[config.mk]
export PLATFORM = sky130hd
export DESIGN_NAME = csf_status_unit
export DESIGN_NICKNAME = d
export VERILOG_FILES = /design/src/design/csf_pkg.sv /design/src/design/csf_alu_flags.sv /design/src/design/csf_sys_flags.sv /design/src/design/csf_status_unit.sv
export VERILOG_INCLUDE_DIRS = /design/src /design/src/design
export SDC_FILE = /design/constraint.sdc
export NUM_CORES = 1
export LEC_CHECK = 0
export BUFFER_PORTS_ARGS = -buffer_cell sky130_fd_sc_hd__buf_2
export CAP_MARGIN = 40
export CORE_ASPECT_RATIO = 1.1
export CORE_MARGIN = 1.5
export CORE_UTILIZATION = 55
export DETAILED_ROUTE_END_ITERATION = 7
export PLACE_DENSITY = 0.95
export SLEW_MARGIN = 25
export SYNTH_ARGS = -nofsm -noshare
export SYNTH_HDL_FRONTEND = slang
export SYNTH_SLANG_ARGS = --single-unit
[constraint.sdc]
create_clock -name sys_clk -period 5.1 [get_ports sys_clk]
set_clock_uncertainty 0.1 [all_clocks]
set_input_delay 0.51 -clock sys_clk [delete_from_list [all_inputs] [get_ports sys_clk]]
set_output_delay 0.51 -clock sys_clk [all_outputs]
set_load 0.02 [all_outputs]
[src/design/csf_defs.svh]
// Bit positions, widths and reset values of the status flag unit
`ifndef CSF_DEFS_SVH
`define CSF_DEFS_SVH
`define CSF_BIT_C 0
`define CSF_BIT_AC 1
`define CSF_BIT_Z 2
`define CSF_BIT_OV 3
`define CSF_BIT_PDF 4
`define CSF_BIT_TO 5
`define CSF_BIT_CZ 6
`define CSF_BIT_SC 7
`define CSF_DATA_W 8
`define CSF_NIB_W 4
`define CSF_ARITH_RST 6'h00
`define CSF_SYS_RST 1'b0
`define CSF_ZERO_BYTE 8'h00
`endif

[src/design/csf_pkg.sv]
// Types shared by the status flag unit
package csf_pkg;
	typedef enum logic [2:0] {
		CSF_OP_NONE,
		CSF_OP_ADD,
		CSF_OP_SUB,
		CSF_OP_SBC,
		CSF_OP_LOGIC,
		CSF_OP_RLC,
		CSF_OP_RRC
	} csf_op_t;

	typedef struct packed {
		logic valid;
		csf_op_t op;
		logic [7:0] a;
		logic [7:0] b;
		logic carry_in;
	} csf_alu_req_t;

	typedef struct packed {
		logic [7:0] result;
		logic c;
		logic ac;
		logic z;
		logic ov;
		logic sc;
		logic c_upd;
		logic arith_upd;
		logic z_upd;
	} csf_alu_res_t;
endpackage

[src/design/csf_alu_flags.sv]
// Combinational ALU result and flag generation
`timescale 1ns/10ps
`include "csf_defs.svh"
module csf_alu_flags
(
	input wire csf_pkg::csf_alu_req_t req, // Operation request
	output csf_pkg::csf_alu_res_t res // Result and flags
);
	import csf_pkg::*;

	localparam int W = `CSF_DATA_W;
	localparam int N = `CSF_NIB_W;

	logic [W:0] sum;
	logic [N:0] nib;
	logic [W-1:0] low7;
	logic [W-1:0] b_eff;
	logic cin_eff;
	logic carry_msb;

	always_comb
	begin
		b_eff = req.b;
		cin_eff = 1'b0;
		res = '0;
		// Subtraction is add of complement, so carry out means no borrow
		unique case (req.op)
			CSF_OP_ADD:
			begin
				b_eff = req.b;
				cin_eff = req.carry_in;
			end
			CSF_OP_SUB:
			begin
				b_eff = ~req.b;
				cin_eff = 1'b1;
			end
			CSF_OP_SBC:
			begin
				b_eff = ~req.b;
				cin_eff = req.carry_in;
			end
			default:
			begin
				b_eff = req.b;
				cin_eff = 1'b0;
			end
		endcase
		sum = {1'b0, req.a} + {1'b0, b_eff} + {{W{1'b0}}, cin_eff};
		nib = {1'b0, req.a[N-1:0]} + {1'b0, b_eff[N-1:0]} + {{N{1'b0}}, cin_eff};
		low7 = {1'b0, req.a[W-2:0]} + {1'b0, b_eff[W-2:0]} + {{(W-1){1'b0}}, cin_eff};
		carry_msb = low7[W-1];
		unique case (req.op)
			CSF_OP_ADD, CSF_OP_SUB, CSF_OP_SBC:
			begin
				res.result = sum[W-1:0];
				res.c = sum[W];
				res.ac = nib[N];
				res.ov = carry_msb ^ sum[W];
				res.c_upd = 1'b1;
				res.arith_upd = 1'b1;
				res.z_upd = 1'b1;
			end
			CSF_OP_LOGIC:
			begin
				res.result = req.a;
				res.z_upd = 1'b1;
			end
			CSF_OP_RLC:
			begin
				res.result = {req.a[W-2:0], req.carry_in};
				res.c = req.a[W-1];
				res.c_upd = 1'b1;
			end
			CSF_OP_RRC:
			begin
				res.result = {req.carry_in, req.a[W-1:1]};
				res.c = req.a[0];
				res.c_upd = 1'b1;
			end
			default:
			begin
				res.result = req.a;
			end
		endcase
		res.z = (res.result == `CSF_ZERO_BYTE);
		res.sc = res.ov ^ res.result[W-1];
	end
endmodule

[src/design/csf_sys_flags.sv]
// Watchdog time-out and power-down flags, hardware events only
`timescale 1ns/10ps
`include "csf_defs.svh"
module csf_sys_flags
(
	input wire logic sys_clk, // Core clock
	input wire logic reset, // Power-on reset
	input wire logic wdt_kick, // Clear-watchdog instruction executed
	input wire logic halt_exec, // Halt instruction executed
	input wire logic wdt_expire, // Watchdog expiry pulse
	output logic watchdog_expired_flag_r, // Time-out flag
	output logic powerdown_flag_r // Power-down flag
);
	import csf_pkg::*;

	// Software writes never reach these flops
	always_ff @(posedge sys_clk)
	begin
		if (reset)
			powerdown_flag_r <= `CSF_SYS_RST;
		else if (halt_exec)
			powerdown_flag_r <= 1'b1;
		else if (wdt_kick)
			powerdown_flag_r <= 1'b0;
	end

	// Expiry wins over a clear in the same cycle so the event is not lost
	always_ff @(posedge sys_clk)
	begin
		if (reset)
			watchdog_expired_flag_r <= `CSF_SYS_RST;
		else if (wdt_expire)
			watchdog_expired_flag_r <= 1'b1;
		else if (wdt_kick || halt_exec)
			watchdog_expired_flag_r <= 1'b0;
	end

	property p_pdf_halt;
		@(posedge sys_clk) disable iff (reset)
		halt_exec |=> powerdown_flag_r;
	endproperty
	a_pdf_halt: assert property (p_pdf_halt) else $error("power-down flag not set by halt");

	property p_pdf_kick;
		@(posedge sys_clk) disable iff (reset)
		(wdt_kick && !halt_exec) |=> !powerdown_flag_r;
	endproperty
	a_pdf_kick: assert property (p_pdf_kick) else $error("power-down flag not cleared by kick");

	property p_to_set;
		@(posedge sys_clk) disable iff (reset)
		wdt_expire |=> watchdog_expired_flag_r;
	endproperty
	a_to_set: assert property (p_to_set) else $error("time-out flag not set on expiry");

	property p_to_clr;
		@(posedge sys_clk) disable iff (reset)
		(!wdt_expire && (wdt_kick || halt_exec)) |=> !watchdog_expired_flag_r;
	endproperty
	a_to_clr: assert property (p_to_clr) else $error("time-out flag not cleared");

	property p_to_hold;
		@(posedge sys_clk) disable iff (reset)
		(!wdt_expire && !wdt_kick && !halt_exec) |=> $stable(watchdog_expired_flag_r);
	endproperty
	a_to_hold: assert property (p_to_hold) else $error("time-out flag changed without event");
endmodule

[src/design/csf_status_unit.sv]
// Status register of the core: arithmetic flags and system flags
// Overview of operation
// - Carry set on add carry-out or subtract without borrow, else cleared.
// - Rotate-through-carry instructions shift the carry in and out of the byte.
// - Half carry set on low-nibble carry or no nibble borrow, else cleared.
// - Zero flag set when arithmetic or logical result is zero.
// - Overflow set when carry into MSB differs from carry out.
// - Signed-compare flag is overflow XOR result MSB.
// - Plain subtract makes chained-zero equal to zero flag.
// - Subtract-with-borrow ANDs previous chained-zero with the new zero flag.
// - All other instructions leave chained-zero unchanged.
// - Software writes change arithmetic flags only, never time-out or power-down.
// - Power-down cleared by power-up or kick, set by halt.
// - Time-out cleared by power-up, kick or halt, set on watchdog expiry.
// - Status is not saved automatically on interrupt entry or call.
`timescale 1ns/10ps
`include "csf_defs.svh"
module csf_status_unit
(
	input wire logic sys_clk, // Core clock, 250 MHz
	input wire logic reset, // Synchronous power-on reset
	input wire csf_pkg::csf_alu_req_t alu_req, // Instruction operation
	input wire logic sw_wr, // Software write to status register
	input wire logic [7:0] sw_wdata, // Software write data
	input wire logic wdt_kick, // Clear-watchdog instruction
	input wire logic halt_exec, // Halt instruction
	input wire logic wdt_expire, // Watchdog timer expiry
	output logic [7:0] alu_result_r, // Registered ALU result
	output logic [7:0] arith_status_flags // Status register read value
);
	import csf_pkg::*;

	csf_alu_res_t res;
	logic carry_flag_r;
	logic half_carry_flag_r;
	logic zero_flag_r;
	logic overflow_flag_r;
	logic signed_compare_flag_r;
	logic chained_zero_flag_r;
	logic watchdog_expired_flag_r;
	logic powerdown_flag_r;
	logic chained_zero_flag_nxt;
	logic op_valid;

	localparam int MSB = `CSF_DATA_W - 1;
	localparam int NMSB = `CSF_NIB_W - 1;

	////////////////////////////////////////////////////////////////
	csf_alu_flags u_alu
	(
		.req (alu_req),
		.res (res)
	);

	csf_sys_flags u_sys
	(
		.sys_clk (sys_clk),
		.reset (reset),
		.wdt_kick (wdt_kick),
		.halt_exec (halt_exec),
		.wdt_expire (wdt_expire),
		.watchdog_expired_flag_r (watchdog_expired_flag_r),
		.powerdown_flag_r (powerdown_flag_r)
	);

	assign op_valid = alu_req.valid;

	////////////////////////////////////////////////////////////////
	// Carry flag; operation result takes priority over a software write
	always_ff @(posedge sys_clk)
	begin
		if (reset)
			carry_flag_r <= 1'b0;
		else if (op_valid && res.c_upd)
			carry_flag_r <= res.c;
		else if (sw_wr)
			carry_flag_r <= sw_wdata[`CSF_BIT_C];
	end

	always_ff @(posedge sys_clk)
	begin
		if (reset)
		begin
			half_carry_flag_r <= 1'b0;
			overflow_flag_r <= 1'b0;
			signed_compare_flag_r <= 1'b0;
		end
		else if (op_valid && res.arith_upd)
		begin
			half_carry_flag_r <= res.ac;
			overflow_flag_r <= res.ov;
			signed_compare_flag_r <= res.sc;
		end
		else if (sw_wr)
		begin
			half_carry_flag_r <= sw_wdata[`CSF_BIT_AC];
			overflow_flag_r <= sw_wdata[`CSF_BIT_OV];
			signed_compare_flag_r <= sw_wdata[`CSF_BIT_SC];
		end
	end

	always_ff @(posedge sys_clk)
	begin
		if (reset)
			zero_flag_r <= 1'b0;
		else if (op_valid && res.z_upd)
			zero_flag_r <= res.z;
		else if (sw_wr)
			zero_flag_r <= sw_wdata[`CSF_BIT_Z];
	end

	////////////////////////////////////////////////////////////////
	always_comb
	begin
		chained_zero_flag_nxt = chained_zero_flag_r;
		if (op_valid)
		begin
			unique case (alu_req.op)
				CSF_OP_SUB: chained_zero_flag_nxt = res.z;
				CSF_OP_SBC: chained_zero_flag_nxt = chained_zero_flag_r & res.z;
				CSF_OP_NONE, CSF_OP_ADD, CSF_OP_LOGIC, CSF_OP_RLC, CSF_OP_RRC:
					chained_zero_flag_nxt = chained_zero_flag_r;
			endcase
		end
	end

	always_ff @(posedge sys_clk)
	begin
		if (reset)
			chained_zero_flag_r <= 1'b0;
		else if (op_valid && (alu_req.op == CSF_OP_SUB || alu_req.op == CSF_OP_SBC))
			chained_zero_flag_r <= chained_zero_flag_nxt;
		else if (sw_wr)
			chained_zero_flag_r <= sw_wdata[`CSF_BIT_CZ];
	end

	always_ff @(posedge sys_clk)
	begin
		if (reset)
			alu_result_r <= `CSF_ZERO_BYTE;
		else if (op_valid)
			alu_result_r <= res.result;
	end

	////////////////////////////////////////////////////////////////
	// No stack path exists; callers must save this value themselves
	always_comb
	begin
		arith_status_flags = `CSF_ZERO_BYTE;
		arith_status_flags[`CSF_BIT_C] = carry_flag_r;
		arith_status_flags[`CSF_BIT_AC] = half_carry_flag_r;
		arith_status_flags[`CSF_BIT_Z] = zero_flag_r;
		arith_status_flags[`CSF_BIT_OV] = overflow_flag_r;
		arith_status_flags[`CSF_BIT_PDF] = powerdown_flag_r;
		arith_status_flags[`CSF_BIT_TO] = watchdog_expired_flag_r;
		arith_status_flags[`CSF_BIT_CZ] = chained_zero_flag_r;
		arith_status_flags[`CSF_BIT_SC] = signed_compare_flag_r;
	end

	////////////////////////////////////////////////////////////////
	property p_sub_cz;
		@(posedge sys_clk) disable iff (reset)
		(op_valid && alu_req.op == CSF_OP_SUB) |=> (chained_zero_flag_r == zero_flag_r);
	endproperty
	a_sub_cz: assert property (p_sub_cz) else $error("chained-zero differs from zero after sub");

	property p_sbc_cz;
		@(posedge sys_clk) disable iff (reset)
		(op_valid && alu_req.op == CSF_OP_SBC) |=> (chained_zero_flag_r == ($past(chained_zero_flag_r) & zero_flag_r));
	endproperty
	a_sbc_cz: assert property (p_sbc_cz) else $error("chained-zero not anded after sbc");

	property p_other_cz;
		@(posedge sys_clk) disable iff (reset)
		(op_valid && alu_req.op != CSF_OP_SUB && alu_req.op != CSF_OP_SBC && !sw_wr) |=> $stable(chained_zero_flag_r);
	endproperty
	a_other_cz: assert property (p_other_cz) else $error("chained-zero changed by other op");

	property p_zero;
		@(posedge sys_clk) disable iff (reset)
		(op_valid && res.z_upd) |=> (zero_flag_r == (alu_result_r == `CSF_ZERO_BYTE));
	endproperty
	a_zero: assert property (p_zero) else $error("zero flag does not match result");

	property p_sc;
		@(posedge sys_clk) disable iff (reset)
		(op_valid && res.arith_upd) |=> (signed_compare_flag_r == (overflow_flag_r ^ alu_result_r[7]));
	endproperty
	a_sc: assert property (p_sc) else $error("signed-compare not ov xor msb");

	property p_carry_add;
		@(posedge sys_clk) disable iff (reset)
		(op_valid && alu_req.op == CSF_OP_ADD) |=>
			(carry_flag_r == (({1'b0, $past(alu_req.a)} + {1'b0, $past(alu_req.b)} + {8'h00, $past(alu_req.carry_in)}) > 9'h0ff));
	endproperty
	a_carry_add: assert property (p_carry_add) else $error("carry wrong after add");

	property p_sw_sys;
		@(posedge sys_clk) disable iff (reset)
		(sw_wr && !wdt_kick && !halt_exec && !wdt_expire) |=> $stable(arith_status_flags[5:4]);
	endproperty
	a_sw_sys: assert property (p_sw_sys) else $error("software write changed system flags");

	property p_prio;
		@(posedge sys_clk) disable iff (reset)
		(sw_wr && op_valid && res.c_upd) |=> (carry_flag_r == $past(res.c));
	endproperty
	a_prio: assert property (p_prio) else $error("software write beat operation result");

	////////////////////////////////////////////////////////////////
	// Reference arithmetic kept apart from the flag adder, except sbc carry and add half carry, which repeat its sums
	property p_carry_sub;
		@(posedge sys_clk) disable iff (reset)
		(op_valid && alu_req.op == CSF_OP_SUB) |=> (carry_flag_r == ($past(alu_req.a) >= $past(alu_req.b)));
	endproperty
	a_carry_sub: assert property (p_carry_sub) else $error("carry wrong after sub");

	property p_carry_sbc;
		@(posedge sys_clk) disable iff (reset)
		(op_valid && alu_req.op == CSF_OP_SBC) |=> (carry_flag_r ==
			(({1'b0, $past(alu_req.a)} + {1'b0, ~$past(alu_req.b)} + {8'h00, $past(alu_req.carry_in)}) > 9'h0ff));
	endproperty
	a_carry_sbc: assert property (p_carry_sbc) else $error("carry wrong after subtract with borrow");

	property p_carry_rlc;
		@(posedge sys_clk) disable iff (reset)
		(op_valid && alu_req.op == CSF_OP_RLC) |=> (carry_flag_r == $past(alu_req.a[MSB]));
	endproperty
	a_carry_rlc: assert property (p_carry_rlc) else $error("carry wrong after rotate left");

	property p_carry_rrc;
		@(posedge sys_clk) disable iff (reset)
		(op_valid && alu_req.op == CSF_OP_RRC) |=> (carry_flag_r == $past(alu_req.a[0]));
	endproperty
	a_carry_rrc: assert property (p_carry_rrc) else $error("carry wrong after rotate right");

	property p_rlc_result;
		@(posedge sys_clk) disable iff (reset)
		(op_valid && alu_req.op == CSF_OP_RLC) |=> (alu_result_r == {$past(alu_req.a[MSB-1:0]), $past(alu_req.carry_in)});
	endproperty
	a_rlc_result: assert property (p_rlc_result) else $error("rotate left result wrong");

	property p_rrc_result;
		@(posedge sys_clk) disable iff (reset)
		(op_valid && alu_req.op == CSF_OP_RRC) |=> (alu_result_r == {$past(alu_req.carry_in), $past(alu_req.a[MSB:1])});
	endproperty
	a_rrc_result: assert property (p_rrc_result) else $error("rotate right result wrong");

	property p_rot_keep;
		@(posedge sys_clk) disable iff (reset)
		(op_valid && (alu_req.op == CSF_OP_RLC || alu_req.op == CSF_OP_RRC) && !sw_wr) |=>
			($stable(zero_flag_r) && $stable(half_carry_flag_r) && $stable(overflow_flag_r) && $stable(signed_compare_flag_r));
	endproperty
	a_rot_keep: assert property (p_rot_keep) else $error("rotate changed a flag other than carry");

	property p_logic_keep;
		@(posedge sys_clk) disable iff (reset)
		(op_valid && alu_req.op == CSF_OP_LOGIC && !sw_wr) |=>
			($stable(carry_flag_r) && $stable(half_carry_flag_r) && $stable(overflow_flag_r) && $stable(signed_compare_flag_r));
	endproperty
	a_logic_keep: assert property (p_logic_keep) else $error("logic op changed a flag other than zero");

	property p_ac_add;
		@(posedge sys_clk) disable iff (reset)
		(op_valid && alu_req.op == CSF_OP_ADD) |=> (half_carry_flag_r ==
			(({1'b0, $past(alu_req.a[NMSB:0])} + {1'b0, $past(alu_req.b[NMSB:0])} + {4'h0, $past(alu_req.carry_in)}) > 5'h0f));
	endproperty
	a_ac_add: assert property (p_ac_add) else $error("half carry wrong after add");

	property p_ac_sub;
		@(posedge sys_clk) disable iff (reset)
		(op_valid && alu_req.op == CSF_OP_SUB) |=> (half_carry_flag_r == ($past(alu_req.a[NMSB:0]) >= $past(alu_req.b[NMSB:0])));
	endproperty
	a_ac_sub: assert property (p_ac_sub) else $error("half carry wrong after sub");

	property p_ov_add;
		@(posedge sys_clk) disable iff (reset)
		(op_valid && alu_req.op == CSF_OP_ADD) |=> (overflow_flag_r ==
			(($past(alu_req.a[MSB]) == $past(alu_req.b[MSB])) && (alu_result_r[MSB] != $past(alu_req.a[MSB]))));
	endproperty
	a_ov_add: assert property (p_ov_add) else $error("overflow wrong after add");

	property p_ov_sub;
		@(posedge sys_clk) disable iff (reset)
		(op_valid && (alu_req.op == CSF_OP_SUB || alu_req.op == CSF_OP_SBC)) |=> (overflow_flag_r ==
			(($past(alu_req.a[MSB]) != $past(alu_req.b[MSB])) && (alu_result_r[MSB] != $past(alu_req.a[MSB]))));
	endproperty
	a_ov_sub: assert property (p_ov_sub) else $error("overflow wrong after subtract");

	property p_zero_sub;
		@(posedge sys_clk) disable iff (reset)
		(op_valid && alu_req.op == CSF_OP_SUB) |=> (zero_flag_r == ($past(alu_req.a) == $past(alu_req.b)));
	endproperty
	a_zero_sub: assert property (p_zero_sub) else $error("zero flag wrong after sub");

	property p_sw_write;
		@(posedge sys_clk) disable iff (reset)
		(sw_wr && !op_valid) |=> (carry_flag_r == $past(sw_wdata[`CSF_BIT_C])
			&& half_carry_flag_r == $past(sw_wdata[`CSF_BIT_AC]) && zero_flag_r == $past(sw_wdata[`CSF_BIT_Z])
			&& overflow_flag_r == $past(sw_wdata[`CSF_BIT_OV]) && chained_zero_flag_r == $past(sw_wdata[`CSF_BIT_CZ])
			&& signed_compare_flag_r == $past(sw_wdata[`CSF_BIT_SC]));
	endproperty
	a_sw_write: assert property (p_sw_write) else $error("software write did not land in arithmetic flags");

	property p_flags_idle;
		@(posedge sys_clk) disable iff (reset)
		(!op_valid && !sw_wr) |=>
			($stable(arith_status_flags[`CSF_BIT_OV:`CSF_BIT_C]) && $stable(arith_status_flags[`CSF_BIT_SC:`CSF_BIT_CZ]));
	endproperty
	a_flags_idle: assert property (p_flags_idle) else $error("arithmetic flag changed with no operation");

	property p_pdf_hold;
		@(posedge sys_clk) disable iff (reset)
		(!wdt_kick && !halt_exec) |=> $stable(powerdown_flag_r);
	endproperty
	a_pdf_hold: assert property (p_pdf_hold) else $error("power-down flag changed without event");

	// Deliberately not disabled by reset: this one watches the reset itself
	property p_reset_flags;
		@(posedge sys_clk)
		reset |=> (arith_status_flags == `CSF_ZERO_BYTE);
	endproperty
	a_reset_flags: assert property (p_reset_flags) else $error("status not cleared by power-up");
endmodule

* Word level (Yosys, flattened, before mapping) *
Cells that the tools add are included.

operators by class
  reduce and logical (&&, ||, !) cells = 21
  $add $sub $neg = 6
  bitwise logic cells = 4
  eq/ne operators = 8
  muxes and demuxes = 27

operators with widths
  kind                                           count
  one-hot mux 8 bit (3 select lines)             1
  2-to-1 mux 1 bit                               22
  nonzero test 2 bit                             6
  OR reduction 5 bit                             2
  adder 8 x 8 -> 9 bit                           1
  adder 9 x 1 -> 9 bit                           1
  == test 3 bit, second input constant           3
  adder 7 x 7 -> 8 bit                           1
  adder 8 x 1 -> 8 bit                           1
  zero test 8 bit                                1
  2-to-1 mux 8 bit                               1
  NOT 8 bit                                      1
  == test 3 x 2 -> 1 bit, second input constant  2
  adder 4 x 4 -> 5 bit                           1
  adder 5 x 1 -> 5 bit                           1
  logical AND 1 bit                              4
  != test 2 bit, second input constant           2
  one-hot mux 1 bit (2 select lines)             2
  OR reduction 2 bit                             2
  OR reduction 4 bit                             1
  == test 3 x 1 -> 1 bit, second input constant  1
  zero test 3 bit                                1
  one-hot mux 1 bit (3 select lines)             1
  AND reduction 3 bit                            1
  other kinds (4)                                6

word-level totals
  register bits after elaboration = 16
  logic and storage cells = 75

* Logic depth before layout (Yosys ltp) *
Gate-level depths: netlist of the first run.

  depth after elaboration = 11
  gate-level depth with buffers = 14

* By module *
From an unflattened synthesis of the first run, not the netlist that was laid out.

unflattened totals
  cells, all modules = 196
  area, all modules = 1582.8 µm²

modules (own cells, without submodules)
  module           instances  area an instance (µm²)  cells an instance
  csf_alu_flags    1          873.3                   124
  csf_status_unit  1          636.9                   64
  csf_sys_flags    1          72.6                    8

* Worst setup path after synthesis of the first run *
OpenSTA, ideal clock, no wires.

  kind = in2reg
  start point = input port alu_req[18] in the netlist's numbering
  end point = register signed_compare_flag_r
  setup time = 116 ps
  stages = 13
  data arrival time = 3478 ps
  required time = 4884 ps
  buffers on the path = 3
  path slack = 1405 ps
  cell sequence = buf_2 -> clkbuf_1 -> nor2b_1 -> buf_2 -> xor2_1 -> fa_1 -> fa_1 -> a211oi_2 -> o21bai_1 -> a211oi_1 -> a2111o_1 -> nand3_1 -> o211a_1

between the ends
  word-level cells in the longest chain between the ends = 9

ends and longest elaborated chain
  item                                                          line                                      source
  start: declaration                                            csf_status_unit.sv:22                     input wire csf_pkg::csf_alu_req_t alu_req,
  == test 3 x 2 -> 1 bit                                        csf_alu_flags.sv:27, csf_alu_flags.sv:53
  OR reduction 2 bit (no line)                                  n/a
  2-to-1 mux 8 bit                                              n/a
  adder 8 x 8 -> 9 bit or adder 7 x 7 -> 8 bit (tied branches)  csf_alu_flags.sv:49, csf_alu_flags.sv:51
  adder 9 x 1 -> 9 bit or adder 8 x 1 -> 8 bit (tied branches)  csf_alu_flags.sv:49, csf_alu_flags.sv:51
  XOR 1 bit                                                     csf_alu_flags.sv:59                       res.ov = carry_msb ^ sum[W];
  2-to-1 mux 1 bit                                              csf_alu_flags.sv:53                       unique case (req.op)
  XOR 1 bit                                                     csf_alu_flags.sv:87                       res.sc = res.ov ^ res.result[W-1];
  2-to-1 mux 1 bit                                              csf_status_unit.sv:88                     else if (op_valid && res.arith_upd)
  end signal: assignment                                        csf_status_unit.sv:92                     signed_compare_flag_r <= res.sc;
  end signal: assignment                                        csf_status_unit.sv:98                     signed_compare_flag_r <= sw_wdata[`CSF_BIT_SC];
  end: declaration                                              csf_status_unit.sv:38                     logic signed_compare_flag_r;

Parallel ways exist; a longest one is shown, timed or not.
A chain may end at the register's enable or synchronous reset.

* Worst setup path after layout of the first run *
Ends and elaborated chain as after synthesis.

==> metrics.txt, run 1 <==
Max FO, Critical Path 23; I/O Buffers 48; Nets 285; num ports 51; Top FF cell, synth dfxtp_1; Post-synth EDFFs 0; CTS Sinks 16; post-CTS setup buffers 0; R2R depth 3; multiplexer area fraction after synthesis approximately 7.5%; Pwr Total 0.440 mW; Hold Crit Start wdt_expire; leading area contributor after synthesis dfxtp_1; largest family of logic cells by synthesized area compound AO/OA/AOI/OAI gates; CP Launch Point alu_req[18]; GP Congestion around 0.9; CP Capture Type register; antenna viol nets, final 0; hold crit path type input port to register; Seq cells post-synth 16; Slew headroom 58.7%; status finished, final reports clean; DR pass1 iterations 4; first-pass GRT wire length roughly 6300 um; final wirelength approximately 4000 um; Arr. time, crit path 3.77 ns; setup TNS 0 ns; CTS Buf Count 3; Inserted Diodes 0; worst-skew pair later-pin latency approximately 0.30 ns; # setup viols final 0; DRC errors left 0; Final Critical Period 3.67 ns; Synth Area in Compound Gates 34.7%; fillcell total around 230; Net Count, Synth 250; Pleak 0.844 nW; fmax 273 MHz; Worst EP required roughly 5.2 ns; Setup crit start kind input port; gr usage total 25.5%; # rows 20; synthesis warning total 0; via count 1693; kind of critical path input port to register; Seq/Total Area, Yosys ~20%; Iter 0 DRT Violations 71; top post-synthesis cells by area dfxtp_1 20%, mux2i_1 6.2%, ha_1 5.4%, xor2_1 4.8%, a21oi_1 4.6%; WHS Path Cells 3; Synth Area in Simple Gates 16.7%; Pwr Density 239 mW/mm^2; height of the chip between 60 and 70 um; unrepaired setup endpoints after global routing false; Synth Area in XOR/XNOR around 5.4%; DR vias/cell between 6 and 7; largest net degree at the start of global routing 25; Worst VDD drop 0.199 mV; H-tree depth 1; number of global-route vias before repair between 1000 and 1500; root buffer cell clkbuf_4; Layout area overhead 13.3%; clk buf depth 2; CTS tree yes; # resized after CTS 0; Final Max Tran Viols 0; synth unique cells 48; Worst-path clk slew 0.08 ns; layout cells sized above 1 a little over a quarter; Avg WL per Cell 14.5 um; max_cap viols 0; ys async rst share 0%; Initial Util 58.5%; Mapped Area 0.00163 mm^2; Die Area ~0.0033 mm^2; area share of fa/ha/maj cells after synthesis 7.85%; initial antenna violation count 0; HPWL after DPL 3110 um; commonest non-fill, non-tap cells in the layout 48 x buf_2, 18 x nor2_1, 17 x nand2_1; post-synth top area share 19.7%; # hold bufs at CTS 0; Synth Area per Inst 7.89 um^2; design area about 0.0018 mm^2; Cell Area, Placed 0.00181 mm^2; Mapped Cells roughly 210; most common cell after layout, fill and taps aside buf_2; Die Width 54.8 um; crit share post-route 71.9%; Core ar. 0.00278 mm^2; final hold violations 0; GR Overflow Total 0; worst r2r src zero_flag_r; Slew @ Worst Pin 0.617 ns
[final timing paths]
path	endpoint	slack, ns
worst max-delay path	signed_compare_flag_r	1.43
worst min-delay path	u_sys.watchdog_expired_flag_r	0.32
worst max register to register	zero_flag_r	4.12
worst min register to register	alu_result_r[1]	0.38
[final cells by class]
class                           instances  area [um^2]  area share (%)
Clock buffer                            4         36.3            1.97
Multi-Input combinational cell        165         1170            63.7
Inverter                                6         22.5            1.22
Timing Repair Buffer                   49          248            13.5
Tap cell                               33         41.3            2.24
Sequential cell                        16          320            17.4
[per-stage QoR]
step                hold slack [ns]  utilization, %  instances  worst slack, ns
finish                        0.315            66.3        273             1.43
global route                  0.349            66.3        273             1.30
CTS                           0.322            66.3        273             1.45
detailed placement            0.367            65.0        269             1.12
global placement              0.355            65.0        269             1.32
floorplan                     0.352               -        206             1.41
[Yosys cell counts, types with 2 or more instances]
| master | count |
|---|---|
| xor2_1 | 9 |
| and3_1 | 3 |
| nand2b_1 | 6 |
| nand2_1 | 17 |
| o211a_1 | 2 |
| ha_1 | 7 |
| dfxtp_1 | 16 |
| mux2i_1 | 10 |
| fa_1 | 2 |
| nor2_1 | 18 |
| o221ai_1 | 2 |
| o2111ai_1 | 2 |
| a21oi_1 | 15 |
| o21a_1 | 2 |
| buf_4 | 8 |
| a2111oi_4 | 2 |
| o211ai_1 | 4 |
| nor2b_1 | 2 |
| a211oi_2 | 3 |
| inv_1 | 5 |
| nor3_1 | 3 |
| o21ai_1 | 5 |
| a22oi_1 | 6 |
| buf_2 | 6 |
| buf_1 | 2 |
| nand3_1 | 2 |
| o22ai_1 | 7 |
| a211oi_1 | 3 |
| o21ai_0 | 14 |
| clkbuf_1 | 3 |
| mux2_2 | 2 |
| o21bai_1 | 2 |
[cell families (layout without fill, tap and decap cells)]
kind of cell	after synthesis	in the layout
AO/OA/AOI/OAI	77	77
flip-flops	16	16
multiplexers	12	12
buffers and inverters	25	59
adder cells (fa/ha/maj)	9	9
XOR/XNOR	10	10
AND/OR/NAND/NOR	57	57
[registers in the layout, summed over array words and instances, names as in the netlist]
register	count
alu_result_r	8
carry_flag_r	1
chained_zero_flag_r	1
half_carry_flag_r	1
overflow_flag_r	1
signed_compare_flag_r	1
u_sys.powerdown_flag_r	1
u_sys.watchdog_expired_flag_r	1
zero_flag_r	1
[worst max-delay path: stages]
cell	delay, ns
buf_2	0.31
nor2b_1	0.21
buf_4	0.23
xor2_1	0.11
fa_1	0.45
fa_1	0.44
a211oi_2	0.29
o21bai_1	0.17
a211oi_1	0.45
a2111o_1	0.19
nand3_1	0.14
o211a_1	0.24
[metal layers]
layer  part of all wire, %  vias to the layer above  global-route usage, %  wire, um
li1                      -                      833                      -         -
met1                    40                      777                   29.1      1580
met2                    52                       78                   46.6      2060
met3                   7.5                        5                   5.75       297
met4                  0.73                        0                   6.07        29
met5                     0                        -                      0         0
[power by group]
group          switching (mW)  internal (mW)
combinational           0.127         0.0877
sequential            0.00500          0.136
clock                  0.0407         0.0437
total                   0.173          0.267
Power figures use the tool's default switching activity.
==> inputs of run 2 (changes only) <==
--- a/config.mk
+++ b/config.mk
@@ -10,9 +10,9 @@
 export CAP_MARGIN = 40
 export CORE_ASPECT_RATIO = 1.1
 export CORE_MARGIN = 1.5
-export CORE_UTILIZATION = 55
+export CORE_UTILIZATION = 46
 export DETAILED_ROUTE_END_ITERATION = 7
-export PLACE_DENSITY = 0.95
+export PLACE_DENSITY = 0.86
 export SLEW_MARGIN = 25
 export SYNTH_ARGS = -nofsm -noshare
 export SYNTH_HDL_FRONTEND = slang
==> constraint.sdc (replaced) <==
create_clock -name sys_clk -period 3.04 [get_ports sys_clk]
set_clock_uncertainty 0.1 [all_clocks]
set_input_delay 0.304 -clock sys_clk [delete_from_list [all_inputs] [get_ports sys_clk]]
set_output_delay 0.304 -clock sys_clk [all_outputs]
set_load 0.02 [all_outputs]
==> metrics.txt, run 2 (synthesis results as in run 1) <==
Largest Register alu_result_r; Layout area overhead 23.9%; Pleak 0.933 nW; CTS Sinks 16; Avg WL per Cell 13.9 um; Inserted Diodes 0; final hold violations 0; GR Overflow Total 0; GP Congestion 0.869; CP max-delay cell fa_2; HPWL after DPL around 3400 um; Worst-path clk slew 0.08 ns; initial antenna violation count 0; Hold Crit Start wdt_expire; slowest cell delay on critical path 0.39 ns; commonest non-fill, non-tap cells in the layout 48 x buf_2, 19 x buf_4, 18 x nor2_1; num ports 51; # setup viols final 0; Largest register FFs 8; max_cap viols 0; largest net degree at the start of global routing 23; gr usage total a little under a quarter; first-pass GRT wire length between 6000 and 7000 um; CTS Buf Count 3; clk buf depth 2; Arr. time, crit path 2.88 ns; CP Launch Point alu_req[18]; fmax 362 MHz; DR pass1 iterations 4; Final Core Density roughly 60%; worst r2r src zero_flag_r; Final Max Tran Viols 0; # rows 22; via count between 1500 and 2000; Max FO, Critical Path 3; Initial Util between 40% and 50%; Setup crit start kind input port; unrepaired setup endpoints after global routing false; critical-path cell list buf_2, nor2b_1, buf_4, xor2_2, fa_2, fa_2, a211oi_2, o21bai_2, nand2_1, o221ai_2, a2111oi_4, nand3_2, o21ai_1; CTS tree yes; root buffer cell clkbuf_4; DR vias/cell around 5.7; Nets 303; Worst EP required 3.16 ns; Iter 0 DRT Violations 75; number of global-route vias before repair 1593; crit share post-route 91.0%; met1 Usage GRT 27.6%; CP dominant cell by count fa_2; Pwr Density 377 mW/mm^2; antenna viol nets, final 0; DRC errors left 0; Die Area 0.00390 mm^2; Worst VDD drop 0.154 mV; hold crit path type input port to register; Die Width 59.7 um; H-tree depth 1; I/O Buffers 48; CP Capture Type register; Core ar. 0.00336 mm^2; worst-skew pair later-pin latency roughly 0.28 ns; Top Usage Layer GRT met2; # resized after CTS 0; Slew headroom 70.1%; final wirelength roughly 4200 um; layout cells sized above 1 between 30% and 40%; height of the chip 65.3 um; kind of critical path input port to register; # hold bufs at CTS 0; status finished, final reports clean; Slew @ Worst Pin roughly 0.45 ns; Final Critical Period 2.77 ns; Pwr Total between 0.7 and 0.8 mW; post-CTS setup buffers 0; met2 Use GR 40.6%; most common cell after layout, fill and taps aside buf_2; grt met3 use 3.94%
[run 2: report_power, final]
part	total (mW)	leakage [nW]	switching, mW	internal, mW
sequential	0.238	0.133	0.00939	0.228
combinational	0.414	0.786	0.231	0.184
clock	0.107	0.0138	0.0608	0.0460
[run 2: worst max-delay path, delay by kind of cell]
family                   cells  cell delay, ns
AO/OA/AOI/OAI                5            1.04
XOR/XNOR                     1            0.15
adder cells (fa/ha/maj)      2            0.76
buffers and inverters        2            0.26
AND/OR/NAND/NOR              3            0.36
[run 2: per-layer routing]
metal	share of wire, %	routed length (um)
met1	40	1710
met2	51	2160
met3	6.5	274
met4	2.0	83
met5	0	0
[run 2: cell type report]
cell class	instances	area, um^2
clock buffers	3	22.5
fillers	329	1340
inverters	6	22.5
multi-input cells	165	1210
flip-flops and latches	16	320
well taps	48	60.1
repair buffers	67	383
[run 2: final timing paths]
path / to / slack, ns / depth (start not counted)
setup / recovery: chained_zero_flag_r / 0.27 / 13
hold / removal: u_sys.watchdog_expired_flag_r / 0.13 / 3
setup reg to reg: zero_flag_r / 2.07 / 3
hold reg to reg: alu_result_r[1] / 0.37 / 2
[run 2: per-stage QoR]
step / cells / setup TNS (ns) / instance area, um^2 / worst slack, ns / hold WS (ns)
5_1_grt: 305 / 0 / 2010 / 0.126 / 0.137
6_report: 305 / 0 / 2010 / 0.274 / 0.128
3_3_place_gp: 302 / 0 / 1990 / 0.0759 / 0.354
3_5_place_dp: 302 / 0 / 1990 / 0.0102 / 0.357
4_1_cts: 305 / 0 / 2010 / 0.285 / 0.124
2_1_floorplan: 206 / -0.0572 / 1680 / -0.0301 / 0.273
